**config.mk**
```make
export PLATFORM = sky130hd
export DESIGN_NAME = rpmc_top
export DESIGN_NICKNAME = d
export VERILOG_FILES = /design/src/rpmc_pkg.sv /design/src/rpmc_top.sv
export SDC_FILE = /design/constraint.sdc
export NUM_CORES = 1
export LEC_CHECK = 0
export BUFFER_PORTS_ARGS = -buffer_cell sky130_fd_sc_hd__buf_2
export CAP_MARGIN = 20
export CORE_MARGIN = 4
export CORE_UTILIZATION = 25
export DETAILED_ROUTE_END_ITERATION = 10
export PLACE_DENSITY = 0.56
export SYNTH_ARGS = -nofsm -noshare
export SYNTH_HDL_FRONTEND = slang
export SYNTH_SLANG_ARGS = --single-unit
```
**constraint.sdc**
```tcl
create_clock -name hclk -period 3 [get_ports hclk]
set_input_delay 0.3 -clock hclk [delete_from_list [all_inputs] [get_ports hclk]]
set_output_delay 0.3 -clock hclk [all_outputs]
set_load 0.005 [all_outputs]
```
**src/rpmc_pkg.sv**
```systemverilog
// Constants, field positions and types for the root port perf/misc control bank.
// Assumes a 32-bit AHB-Lite register bus and 64-byte cache lines on the read path.
package rpmc_pkg;
	// ----------------------------------------------------------------
	// Register byte offsets (each 64-bit register is two words)
	// ----------------------------------------------------------------
	localparam logic [11:0] RPMC_PERF_LO_OFS = 12'h180; // perf_control_status [31:0]
	localparam logic [11:0] RPMC_PERF_HI_OFS = 12'h184; // perf_control_status [63:32]
	localparam logic [11:0] RPMC_MISC_LO_OFS = 12'h188; // misc_control_status [31:0]
	localparam logic [11:0] RPMC_MISC_HI_OFS = 12'h18c; // misc_control_status [63:32]
	localparam logic [11:0] RPMC_IRQ_STAT_OFS = 12'h190; // Sticky event status
	localparam logic [11:0] RPMC_IRQ_MASK_OFS = 12'h194; // Event mask

	// ----------------------------------------------------------------
	// perf_control_status fields (low word)
	// ----------------------------------------------------------------
	localparam int RPMC_PERF_RSV0_BIT = 0; // Reserved, reads 1
	localparam int RPMC_PERF_LRG_BIT = 1; // Large read mode
	localparam int RPMC_PERF_NS_BIT = 2; // No-snoop read optimization
	localparam int RPMC_PERF_RSV3_BIT = 3; // Reserved, reads 0
	localparam int RPMC_PERF_ILV_BIT = 4; // Read interleave size
	localparam logic RPMC_PERF_RSV0_RST = 1'b1;
	localparam logic RPMC_PERF_LRG_RST = 1'b0;
	localparam logic RPMC_PERF_NS_RST = 1'b0;
	localparam logic RPMC_PERF_RSV3_RST = 1'b0;
	localparam logic RPMC_PERF_ILV_RST = 1'b1;

	// ----------------------------------------------------------------
	// misc_control_status fields (bit numbers of the 64-bit register)
	// ----------------------------------------------------------------
	localparam int RPMC_HI_BASE = 32; // First bit of the high word
	localparam int RPMC_MISC_PME_BIT = 48; // Turn-off ack received / timed out
	localparam int RPMC_MISC_FF_BIT = 36; // Form factor
	localparam int RPMC_MISC_OVF_BIT = 35; // Fatal override
	localparam int RPMC_MISC_OVN_BIT = 34; // Non-fatal override
	localparam int RPMC_MISC_OVC_BIT = 33; // Correctable override
	localparam logic RPMC_MISC_PME_RST = 1'b0;
	localparam logic RPMC_MISC_FF_RST = 1'b0;
	localparam logic [2:0] RPMC_MISC_OV_RST = 3'h0; // {fatal, nonfatal, corr}

	// ----------------------------------------------------------------
	// Interrupt status / mask layout
	// ----------------------------------------------------------------
	localparam int RPMC_IRQ_W = 4;
	localparam int RPMC_IRQ_PME = 0; // Turn-off ack event
	localparam int RPMC_IRQ_ERR0 = 1; // Forwarded corr, nonfatal, fatal at 1..3
	localparam logic [3:0] RPMC_IRQ_RST = 4'h0;

	// ----------------------------------------------------------------
	// Read queue interleave counts
	// ----------------------------------------------------------------
	localparam int RPMC_CL_BYTES = 64;
	localparam int RPMC_ILV_SMALL_BYTES = 128;
	localparam int RPMC_ILV_LARGE_BYTES = 256;
	localparam logic [2:0] RPMC_ILV_SMALL_LINES = 3'(RPMC_ILV_SMALL_BYTES / RPMC_CL_BYTES);
	localparam logic [2:0] RPMC_ILV_LARGE_LINES = 3'(RPMC_ILV_LARGE_BYTES / RPMC_CL_BYTES);

	// ----------------------------------------------------------------
	// Bus and state types
	// ----------------------------------------------------------------
	localparam logic [2:0] RPMC_HSIZE_WORD = 3'h2;
	typedef enum logic [1:0] {
		RPMC_ARB_SMALL = 2'b01,
		RPMC_ARB_LARGE = 2'b10
	} rpmc_arb_t;
endpackage

```
**src/rpmc_top.sv**
```systemverilog
// Root port perf/misc control bank: AHB-Lite registers, read queue arbiter,
// no-snoop qualifier, turn-off ack status, hot-plug latch decode, error escalation.
// Assumes all inputs are synchronous to hclk and event inputs are one-cycle pulses.
//
// Added by the designer: the AHB-Lite register port.
`timescale 1ns/1ps

module rpmc_top import rpmc_pkg::*; (
	input wire logic hclk, // 250 MHz core clock
	input wire logic hresetn, // Async reset, active low
	input wire logic ce, // Clock enable, freezes all state when low
	input wire logic hsel, // AHB slave select
	input wire logic [11:0] haddr, // AHB byte address
	input wire logic [1:0] htrans, // AHB transfer type
	input wire logic hwrite, // AHB write
	input wire logic [2:0] hsize, // AHB size
	input wire logic hready, // AHB bus ready
	input wire logic [31:0] hwdata, // AHB write data
	output logic hreadyout, // AHB slave ready
	output logic hresp, // AHB response, always OKAY
	output logic [31:0] hrdata, // AHB read data
	input wire logic small_rd_pending, // Small-request read queue not empty
	input wire logic large_rd_pending, // Large-request read queue not empty
	input wire logic rd_line_done, // One cache line served from granted queue
	output logic grant_small_q, // Small queue is being served
	output logic grant_large_q, // Large queue is being served
	input wire logic rd_req_valid, // Inbound memory read presented
	input wire logic rd_req_ns, // Read carries no-snoop attribute
	output logic rd_snoop_req, // Read must be snooped
	output logic rd_nosnoop_req, // Read goes straight to memory
	input wire logic pme_to_ack_rcvd, // Turn-off ack packet received
	input wire logic pme_to_timeout, // Wait for turn-off ack timed out
	input wire logic hp_serial_bit6, // Bit 6 of hot-plug serial stream
	output logic retention_latch_sensor, // Bit 6 as retention latch sensor
	output logic electromech_latch_status, // Bit 6 as electromech latch status
	output logic form_factor_server_io_module, // Slot is a server I/O module
	input wire logic err_fatal, // Fatal error at primary side
	input wire logic err_nonfatal, // Non-fatal error at primary side
	input wire logic err_corr, // Correctable error at primary side
	input wire logic [2:0] root_control_setting, // {fatal, nonfatal, corr} enables
	output logic core_err_fatal, // Fatal error to core error logic
	output logic core_err_nonfatal, // Non-fatal error to core error logic
	output logic core_err_corr, // Correctable error to core error logic
	output logic irq // Level interrupt
);
	// ----------------------------------------------------------------
	// Bus slave
	// ----------------------------------------------------------------
	logic wr_pend_r; // Write data phase pending
	logic [11:0] wr_addr_r; // Latched write address
	logic [31:0] hrdata_r; // Registered read data
	logic [31:0] rd_mux; // Read value at address phase
	logic addr_ok; // Valid address phase this cycle
	logic perf_ilv_r, perf_ns_r, perf_lrg_r; // perf_control_status fields
	logic misc_pme_r, misc_ff_r; // misc status and form factor
	logic [2:0] misc_ov_r; // Overrides {fatal, nonfatal, corr}
	logic [RPMC_IRQ_W-1:0] irq_stat_r, irq_mask_r; // Interrupt registers
	logic [RPMC_IRQ_W-1:0] irq_set; // Events this cycle
	logic wr_perf_lo, wr_misc_hi, wr_stat, wr_mask; // Write strobes
	logic pme_evt; // Turn-off ack or timeout

	// Zero wait states; ce low stalls the bus so no transfer is lost
	assign hreadyout = ce;
	assign hresp = 1'b0;
	assign hrdata = hrdata_r;
	assign addr_ok = ce && hsel && hready && htrans[1];

	// Read mux; unmapped addresses and reserved bits read as zero, except perf bit 0 which reads 1
	always_comb begin
		rd_mux = 32'h0000_0000;
		unique case (haddr)
			RPMC_PERF_LO_OFS: begin
				rd_mux[RPMC_PERF_RSV0_BIT] = RPMC_PERF_RSV0_RST;
				rd_mux[RPMC_PERF_LRG_BIT] = perf_lrg_r;
				rd_mux[RPMC_PERF_NS_BIT] = perf_ns_r;
				rd_mux[RPMC_PERF_RSV3_BIT] = RPMC_PERF_RSV3_RST;
				rd_mux[RPMC_PERF_ILV_BIT] = perf_ilv_r;
			end
			RPMC_MISC_HI_OFS: begin
				rd_mux[RPMC_MISC_PME_BIT-RPMC_HI_BASE] = misc_pme_r;
				rd_mux[RPMC_MISC_FF_BIT-RPMC_HI_BASE] = misc_ff_r;
				rd_mux[RPMC_MISC_OVF_BIT-RPMC_HI_BASE] = misc_ov_r[2];
				rd_mux[RPMC_MISC_OVN_BIT-RPMC_HI_BASE] = misc_ov_r[1];
				rd_mux[RPMC_MISC_OVC_BIT-RPMC_HI_BASE] = misc_ov_r[0];
			end
			RPMC_IRQ_STAT_OFS: rd_mux[RPMC_IRQ_W-1:0] = irq_stat_r;
			RPMC_IRQ_MASK_OFS: rd_mux[RPMC_IRQ_W-1:0] = irq_mask_r;
			default: rd_mux = 32'h0000_0000;
		endcase
	end

	// Address phase capture; read data sampled here, so a read right
	// after a write to the same word shows the old value
	always_ff @(posedge hclk or negedge hresetn) begin
		if (!hresetn) begin
			wr_pend_r <= 1'b0;
			wr_addr_r <= 12'h000;
			hrdata_r <= 32'h0000_0000;
		end else if (ce) begin
			wr_pend_r <= addr_ok && hwrite && (hsize == RPMC_HSIZE_WORD);
			wr_addr_r <= haddr;
			if (addr_ok && !hwrite) begin
				hrdata_r <= rd_mux;
			end
		end
	end

	// Data phase write strobes
	assign wr_perf_lo = ce && wr_pend_r && (wr_addr_r == RPMC_PERF_LO_OFS);
	assign wr_misc_hi = ce && wr_pend_r && (wr_addr_r == RPMC_MISC_HI_OFS);
	assign wr_stat = ce && wr_pend_r && (wr_addr_r == RPMC_IRQ_STAT_OFS);
	assign wr_mask = ce && wr_pend_r && (wr_addr_r == RPMC_IRQ_MASK_OFS);

	// ----------------------------------------------------------------
	// Control registers
	// ----------------------------------------------------------------
	// perf fields; reserved bits 0 and 3 have no storage at all
	always_ff @(posedge hclk or negedge hresetn) begin
		if (!hresetn) begin
			perf_ilv_r <= RPMC_PERF_ILV_RST;
			perf_ns_r <= RPMC_PERF_NS_RST;
			perf_lrg_r <= RPMC_PERF_LRG_RST;
		end else if (wr_perf_lo) begin
			perf_ilv_r <= hwdata[RPMC_PERF_ILV_BIT];
			perf_ns_r <= hwdata[RPMC_PERF_NS_BIT];
			perf_lrg_r <= hwdata[RPMC_PERF_LRG_BIT];
		end
	end

	// Form factor and error overrides; sticky kinds share the one reset here
	always_ff @(posedge hclk or negedge hresetn) begin
		if (!hresetn) begin
			misc_ff_r <= RPMC_MISC_FF_RST;
			misc_ov_r <= RPMC_MISC_OV_RST;
		end else if (wr_misc_hi) begin
			misc_ff_r <= hwdata[RPMC_MISC_FF_BIT-RPMC_HI_BASE];
			misc_ov_r <= {hwdata[RPMC_MISC_OVF_BIT-RPMC_HI_BASE],
				hwdata[RPMC_MISC_OVN_BIT-RPMC_HI_BASE],
				hwdata[RPMC_MISC_OVC_BIT-RPMC_HI_BASE]};
		end
	end

	// Turn-off ack status: set wins over a same-cycle write-1-clear
	assign pme_evt = pme_to_ack_rcvd || pme_to_timeout;
	always_ff @(posedge hclk or negedge hresetn) begin
		if (!hresetn) begin
			misc_pme_r <= RPMC_MISC_PME_RST;
		end else if (ce) begin
			if (pme_evt) begin
				misc_pme_r <= 1'b1;
			end else if (wr_misc_hi && hwdata[RPMC_MISC_PME_BIT-RPMC_HI_BASE]) begin
				misc_pme_r <= 1'b0;
			end
		end
	end

	// ----------------------------------------------------------------
	// Interrupts
	// ----------------------------------------------------------------
	assign irq_set = {core_err_fatal, core_err_nonfatal, core_err_corr, pme_evt};

	// Sticky status, events beat the write-1-clear
	always_ff @(posedge hclk or negedge hresetn) begin
		if (!hresetn) begin
			irq_stat_r <= RPMC_IRQ_RST;
			irq_mask_r <= RPMC_IRQ_RST;
		end else if (ce) begin
			irq_stat_r <= irq_set | (irq_stat_r & ~({RPMC_IRQ_W{wr_stat}} & hwdata[RPMC_IRQ_W-1:0]));
			if (wr_mask) begin
				irq_mask_r <= hwdata[RPMC_IRQ_W-1:0];
			end
		end
	end
	assign irq = |(irq_stat_r & irq_mask_r);

	// ----------------------------------------------------------------
	// Read queue interleave
	// ----------------------------------------------------------------
	rpmc_arb_t arb_r; // Queue being served
	logic [2:0] line_cnt_r; // Lines served in this turn
	logic [2:0] turn_lines; // Lines per turn
	logic other_pending, cur_pending, turn_end; // Switch terms

	// Large-read mode fixes the wider turn and ignores the size bit
	assign turn_lines = (perf_lrg_r || perf_ilv_r) ? RPMC_ILV_LARGE_LINES : RPMC_ILV_SMALL_LINES;
	assign cur_pending = (arb_r == RPMC_ARB_SMALL) ? small_rd_pending : large_rd_pending;
	assign other_pending = (arb_r == RPMC_ARB_SMALL) ? large_rd_pending : small_rd_pending;
	assign turn_end = rd_line_done && (line_cnt_r + 3'h1 >= turn_lines);

	// Switch after a full turn, or early when our queue ran dry
	always_ff @(posedge hclk or negedge hresetn) begin
		if (!hresetn) begin
			arb_r <= RPMC_ARB_SMALL;
			line_cnt_r <= 3'h0;
		end else if (ce) begin
			if (other_pending && (turn_end || (!cur_pending && !rd_line_done))) begin
				line_cnt_r <= 3'h0;
				unique case (arb_r)
					RPMC_ARB_SMALL: arb_r <= RPMC_ARB_LARGE;
					RPMC_ARB_LARGE: arb_r <= RPMC_ARB_SMALL;
				endcase
			end else if (turn_end) begin
				line_cnt_r <= 3'h0; // Nobody waiting, start a new turn
			end else if (rd_line_done) begin
				line_cnt_r <= line_cnt_r + 3'h1;
			end
		end
	end
	assign grant_small_q = (arb_r == RPMC_ARB_SMALL);
	assign grant_large_q = (arb_r == RPMC_ARB_LARGE);

	// ----------------------------------------------------------------
	// No-snoop qualifier (no handshake, combinational)
	// ----------------------------------------------------------------
	assign rd_nosnoop_req = rd_req_valid && rd_req_ns && perf_ns_r;
	assign rd_snoop_req = rd_req_valid && !(rd_req_ns && perf_ns_r);

	// ----------------------------------------------------------------
	// Hot-plug latch decode and error escalation
	// ----------------------------------------------------------------
	logic rls_r, ems_r; // Decoded latch bits
	logic [2:0] err_in; // {fatal, nonfatal, corr}
	logic [2:0] core_err_r; // Forwarded errors

	// Only the decode that matches the slot follows bit 6
	always_ff @(posedge hclk or negedge hresetn) begin
		if (!hresetn) begin
			rls_r <= 1'b0;
			ems_r <= 1'b0;
		end else if (ce) begin
			rls_r <= misc_ff_r ? rls_r : hp_serial_bit6;
			ems_r <= misc_ff_r ? hp_serial_bit6 : ems_r;
		end
	end
	assign retention_latch_sensor = rls_r;
	assign electromech_latch_status = ems_r;
	assign form_factor_server_io_module = misc_ff_r;

	assign err_in = {err_fatal, err_nonfatal, err_corr};
	// One forwarding gate per error class
	for (genvar g = 0; g < 3; g++) begin : g_err
		always_ff @(posedge hclk or negedge hresetn) begin
			if (!hresetn) begin
				core_err_r[g] <= 1'b0;
			end else if (ce) begin
				core_err_r[g] <= err_in[g] && (misc_ov_r[g] || root_control_setting[g]);
			end
		end
	end
	assign core_err_fatal = core_err_r[2];
	assign core_err_nonfatal = core_err_r[1];
	assign core_err_corr = core_err_r[0];

	// ----------------------------------------------------------------
	// Checks
	// ----------------------------------------------------------------
	chk_ilv_ignored: assert property (@(posedge hclk) disable iff (!hresetn)
		(ce && perf_lrg_r && !perf_ilv_r && rd_line_done && line_cnt_r == 3'h1 && cur_pending)
		|=> arb_r == $past(arb_r) && line_cnt_r == 3'h2)
		else $error("interleave size not ignored in large mode");
	chk_ilv_128_switch: assert property (@(posedge hclk) disable iff (!hresetn)
		(ce && !perf_lrg_r && !perf_ilv_r && rd_line_done && line_cnt_r == 3'h1 && other_pending)
		|=> arb_r != $past(arb_r))
		else $error("no queue switch after two lines");
	chk_ilv_256_hold: assert property (@(posedge hclk) disable iff (!hresetn)
		(ce && perf_ilv_r && rd_line_done && line_cnt_r == 3'h1 && cur_pending)
		|=> arb_r == $past(arb_r) && line_cnt_r == 3'h2)
		else $error("256B turn ended after two lines");
	chk_nosnoop_path: assert property (@(posedge hclk) disable iff (!hresetn)
		rd_req_valid |-> (rd_nosnoop_req == (rd_req_ns && perf_ns_r)) && (rd_snoop_req != rd_nosnoop_req))
		else $error("no-snoop routing wrong");
	chk_pme_set: assert property (@(posedge hclk) disable iff (!hresetn)
		(ce && pme_evt) |=> misc_pme_r && irq_stat_r[RPMC_IRQ_PME])
		else $error("turn-off ack status not set");
	chk_pme_hold: assert property (@(posedge hclk) disable iff (!hresetn)
		(misc_pme_r && !wr_misc_hi) |=> misc_pme_r)
		else $error("turn-off ack status lost");
	chk_ff_decode: assert property (@(posedge hclk) disable iff (!hresetn)
		(ce && $stable(misc_ff_r) && !misc_ff_r) |=> retention_latch_sensor == $past(hp_serial_bit6)
		&& $stable(electromech_latch_status))
		else $error("card edge decode wrong");
	chk_err_fatal: assert property (@(posedge hclk) disable iff (!hresetn)
		(ce && err_fatal && misc_ov_r[2]) |=> core_err_fatal)
		else $error("fatal override not forwarded");
	chk_err_nonfatal: assert property (@(posedge hclk) disable iff (!hresetn)
		(ce && err_nonfatal && !misc_ov_r[1] && !root_control_setting[1]) |=> !core_err_nonfatal)
		else $error("non-fatal forwarded while disabled");
	chk_err_corr: assert property (@(posedge hclk) disable iff (!hresetn)
		(ce && err_corr) |=> core_err_corr == $past(misc_ov_r[0] || root_control_setting[0]))
		else $error("correctable forwarding wrong");
	chk_rsv_read: assert property (@(posedge hclk) disable iff (!hresetn)
		(addr_ok && !hwrite && haddr == RPMC_PERF_LO_OFS) |=> hrdata[RPMC_PERF_RSV0_BIT]
		&& !hrdata[RPMC_PERF_RSV3_BIT] && hrdata[31:5] == 27'h0)
		else $error("reserved perf bits wrong");
endmodule
```
==> reports/summary.txt <==
slowest stage delay, CP -> 0.44 ns
total track usage -> 0.0999
worst r2r dst -> arb_r[0]
Worst Max-Slew Pin Slew -> 0.597 ns
Critical Path Fanout Max -> 3
Clock Tree Root -> clkbuf_8
WL/cell -> 13.1 um
row cnt -> 35
Worst Hold Margin -> 0.236 ns
post-CTS setup buffer count -> 0
clock sink count -> 45
GR Overflow Total -> 0
Setup violations, final -> 0
Routed Antenna Nets -> 0
HPWL after detailed placement -> 4170 um
CTS tree -> yes
Tmin final -> 2.11 ns
Sw Share -> 0.279
die area -> 11,100 um^2
Place WS -> 0.860 ns
Avg Synthesized Cell Area -> 10.9 um^2
CP Buf/Inv Count -> 1
WHS Endpoint -> electromech_latch_status
Initial Util -> 0.256
Combinational Power Share -> 0.195
# IOs -> 114
number of DRC markers in iteration 0 -> 57
Syn Std Cell Area -> 2370 um^2
Slew Viols, Final -> 0
largest net degree at the start of global routing -> 46
crit start category -> register
clk buf depth -> 2
Chip Width -> 105 um
via count -> 1,738
P per Cell Area -> 464 nW/um^2
wire length after detailed routing -> 5380 um
first-pass GRT wire length -> 8890 um
Worst-Skew Late Latency -> 0.29 ns
beginning of the worst hold path -> hp_serial_bit6
final worst slack -> 0.888 ns
CP Cell Sequence -> ha_1 -> inv_1 -> ha_1 -> and2_1 -> o21ai_1 -> a211oi_1 -> mux2_1
ys async rst share -> 1.00
MaxCap Viol Count -> 0
via count of the first global-routing pass -> 1,801
top_reg_cell synth -> dfrtp_1
final-report hold violation count -> 0
register area share after synthesis -> 0.476
WP data arrival -> 2.33 ns
Top Family by Delay on Critical Path -> adder cells
Max-slew headroom -> 0.596
Worst Hold Class -> input pin to register
most common cell after layout, fill and taps aside -> buf_2
number of distinct library cells after synthesis -> 48
routability cong. -> 0.727
VDD IR max -> 0.000161 V
clock skew -> 0.00575 ns
H-Tree Depth -> 2
RR Startpoint -> line_cnt_r[0]
fin crit share -> 0.704
Reg2Reg Depth -> 7
WP data required -> 3.22 ns
Crit Path Category -> register to register
CTS-repair resized insts -> 0
Synth-to-Final Area Change -> 19.0%
Leakage -> 1.37 nW
initial antenna violation count -> 0
Switching Power -> 365 uW
n_diodes -> 0
Int Pwr -> 943 uW
Core Footprint -> 9240 um^2
Total Nets Final -> 351
Mapped Cells -> 217
fmax -> 473 MHz
Initial DRT Pass Iterations -> 4
hold path cells -> 2
outcome -> complete, no violations
Buffers on Ports -> 59
synthesis-stage register bit count -> 45
share of cells above drive strength 1 -> 0.270
fillers -> 960
most frequent cells in the layout -> buf_2, dfrtp_1, conb_1
most used cell, CP -> ha_1
DR vias/cell -> 4.24
Clk pin slew, worst setup/hold paths -> 0.08 ns
sequential share of power -> 0.529
Remaining DRCs -> 0
number of synthesized flops with an enable pin -> 0
total CTS buffers -> 5
CP Capture Type -> register
Ys Warns -> 0
setup slack, reg-to-reg -> 0.89 ns
setup_tns -> 0 ns
power share of the clock group -> 0.276
slowest stage cell, crit path -> a211oi_1
RSZ-0062 raised after global routing -> no
die height -> 105 um
[cell type report]
type / count / area [um^2] / area share
inverters: 11 / 41.3 / 0.0146
well taps: 129 / 161 / 0.0572
multi-input cells: 154 / 1070 / 0.379
repair buffers: 63 / 340 / 0.121
flip-flops and latches: 45 / 1130 / 0.400
clock buffers: 8 / 80.1 / 0.0284
[state kept, by name (all words and copies together), names as in the netlist]
register / count
misc_ov_r: 3
irq_stat_r: 4
hrdata: 6
core_err_fatal: 1
line_cnt_r: 3
wr_addr_r: 12
core_err_corr: 1
irq_mask_r: 4
form_factor_server_io_module: 1
wr_pend_r: 1
perf_lrg_r: 1
misc_pme_r: 1
perf_ns_r: 1
perf_ilv_r: 1
core_err_nonfatal: 1
electromech_latch_status: 1
arb_r: 2
retention_latch_sensor: 1
[cell families (layout without fill, tap and decap cells)]
group,after synthesis,in the layout,synth area share
other,1,27,0.00158
flip-flops,45,45,0.476
XOR/XNOR,1,1,0.00370
adder cells (fa/ha/maj),2,2,0.0106
AND/OR/NAND/NOR,52,52,0.134
AO/OA/AOI/OAI,41,41,0.115
buffers and inverters,44,82,0.114
multiplexers,31,31,0.145
[metal layers]
metal	GRT usage	share of wire
met5	0	0
met4	0.0328	0.011
met3	0.0282	0.059
met2	0.166	0.48
met1	0.125	0.45
[synthesized netlist by cell type, drive strengths merged (2+ instances only)]
| cell type | number | area share |
|---|---|---|
| buf | 29 | 0.090 |
| nor4 | 2 | 0.0079 |
| dfrtp | 43 | 0.45 |
| and3b | 2 | 0.0074 |
| ha | 2 | 0.011 |
| a22oi | 4 | 0.013 |
| o21ai | 16 | 0.034 |
| nand3 | 4 | 0.0084 |
| and3 | 3 | 0.0079 |
| a31oi | 2 | 0.0053 |
| nor4bb | 3 | 0.013 |
| a22o | 3 | 0.011 |
| mux2 | 27 | 0.13 |
| clkbuf | 4 | 0.0063 |
| dfstp | 2 | 0.022 |
| nor3b | 2 | 0.0063 |
| nor2b | 3 | 0.0079 |
| or3b | 2 | 0.0074 |
| o41ai | 2 | 0.0074 |
| nand2 | 17 | 0.027 |
| nor2 | 3 | 0.0048 |
| mux2i | 4 | 0.017 |
| inv | 11 | 0.017 |
| nand3b | 3 | 0.0095 |
| a211oi | 2 | 0.0063 |
| o211ai | 4 | 0.013 |
[how the worst max path moves through the flow]
stage / to / startpoint / slack (ns) / cells after the start
3_5_place_dp: arb_r[0] / line_cnt_r[0] / 0.86 / 7
6_report: arb_r[0] / line_cnt_r[0] / 0.89 / 7
4_1_cts: arb_r[0] / line_cnt_r[0] / 0.84 / 7
2_1_floorplan: arb_r[0] / line_cnt_r[0] / 1.08 / 7
5_1_grt: arb_r[0] / line_cnt_r[0] / 0.70 / 7
3_3_place_gp: arb_r[0] / line_cnt_r[0] / 0.93 / 7
[power by group through the flow]
stage,Clock (mW),Combinational (mW),Sequential (mW)
2_1_floorplan,0,0.186,0.696
3_3_place_gp,0,0.242,0.702
3_5_place_dp,0,0.256,0.705
4_1_cts,0.379,0.256,0.693
5_1_grt,0.399,0.292,0.701
6_report,0.361,0.255,0.692
[through the flow]
stage,instance area (um^2),total power [mW],util,instances
finish,2820,1.31,0.305,410
global route,2820,1.39,0.305,410
CTS,2790,1.33,0.302,408
detailed placement,2710,0.961,0.293,400
global placement,2710,0.944,0.293,400
floorplan,2470,0.882,-,243
[what timing repair did]
action,4_1_cts,5_1_grt
hold endpoints to repair,0,19
hold buffers,0,1
setup endpoints to repair,0,0
(Power assumes the default switching activity.)
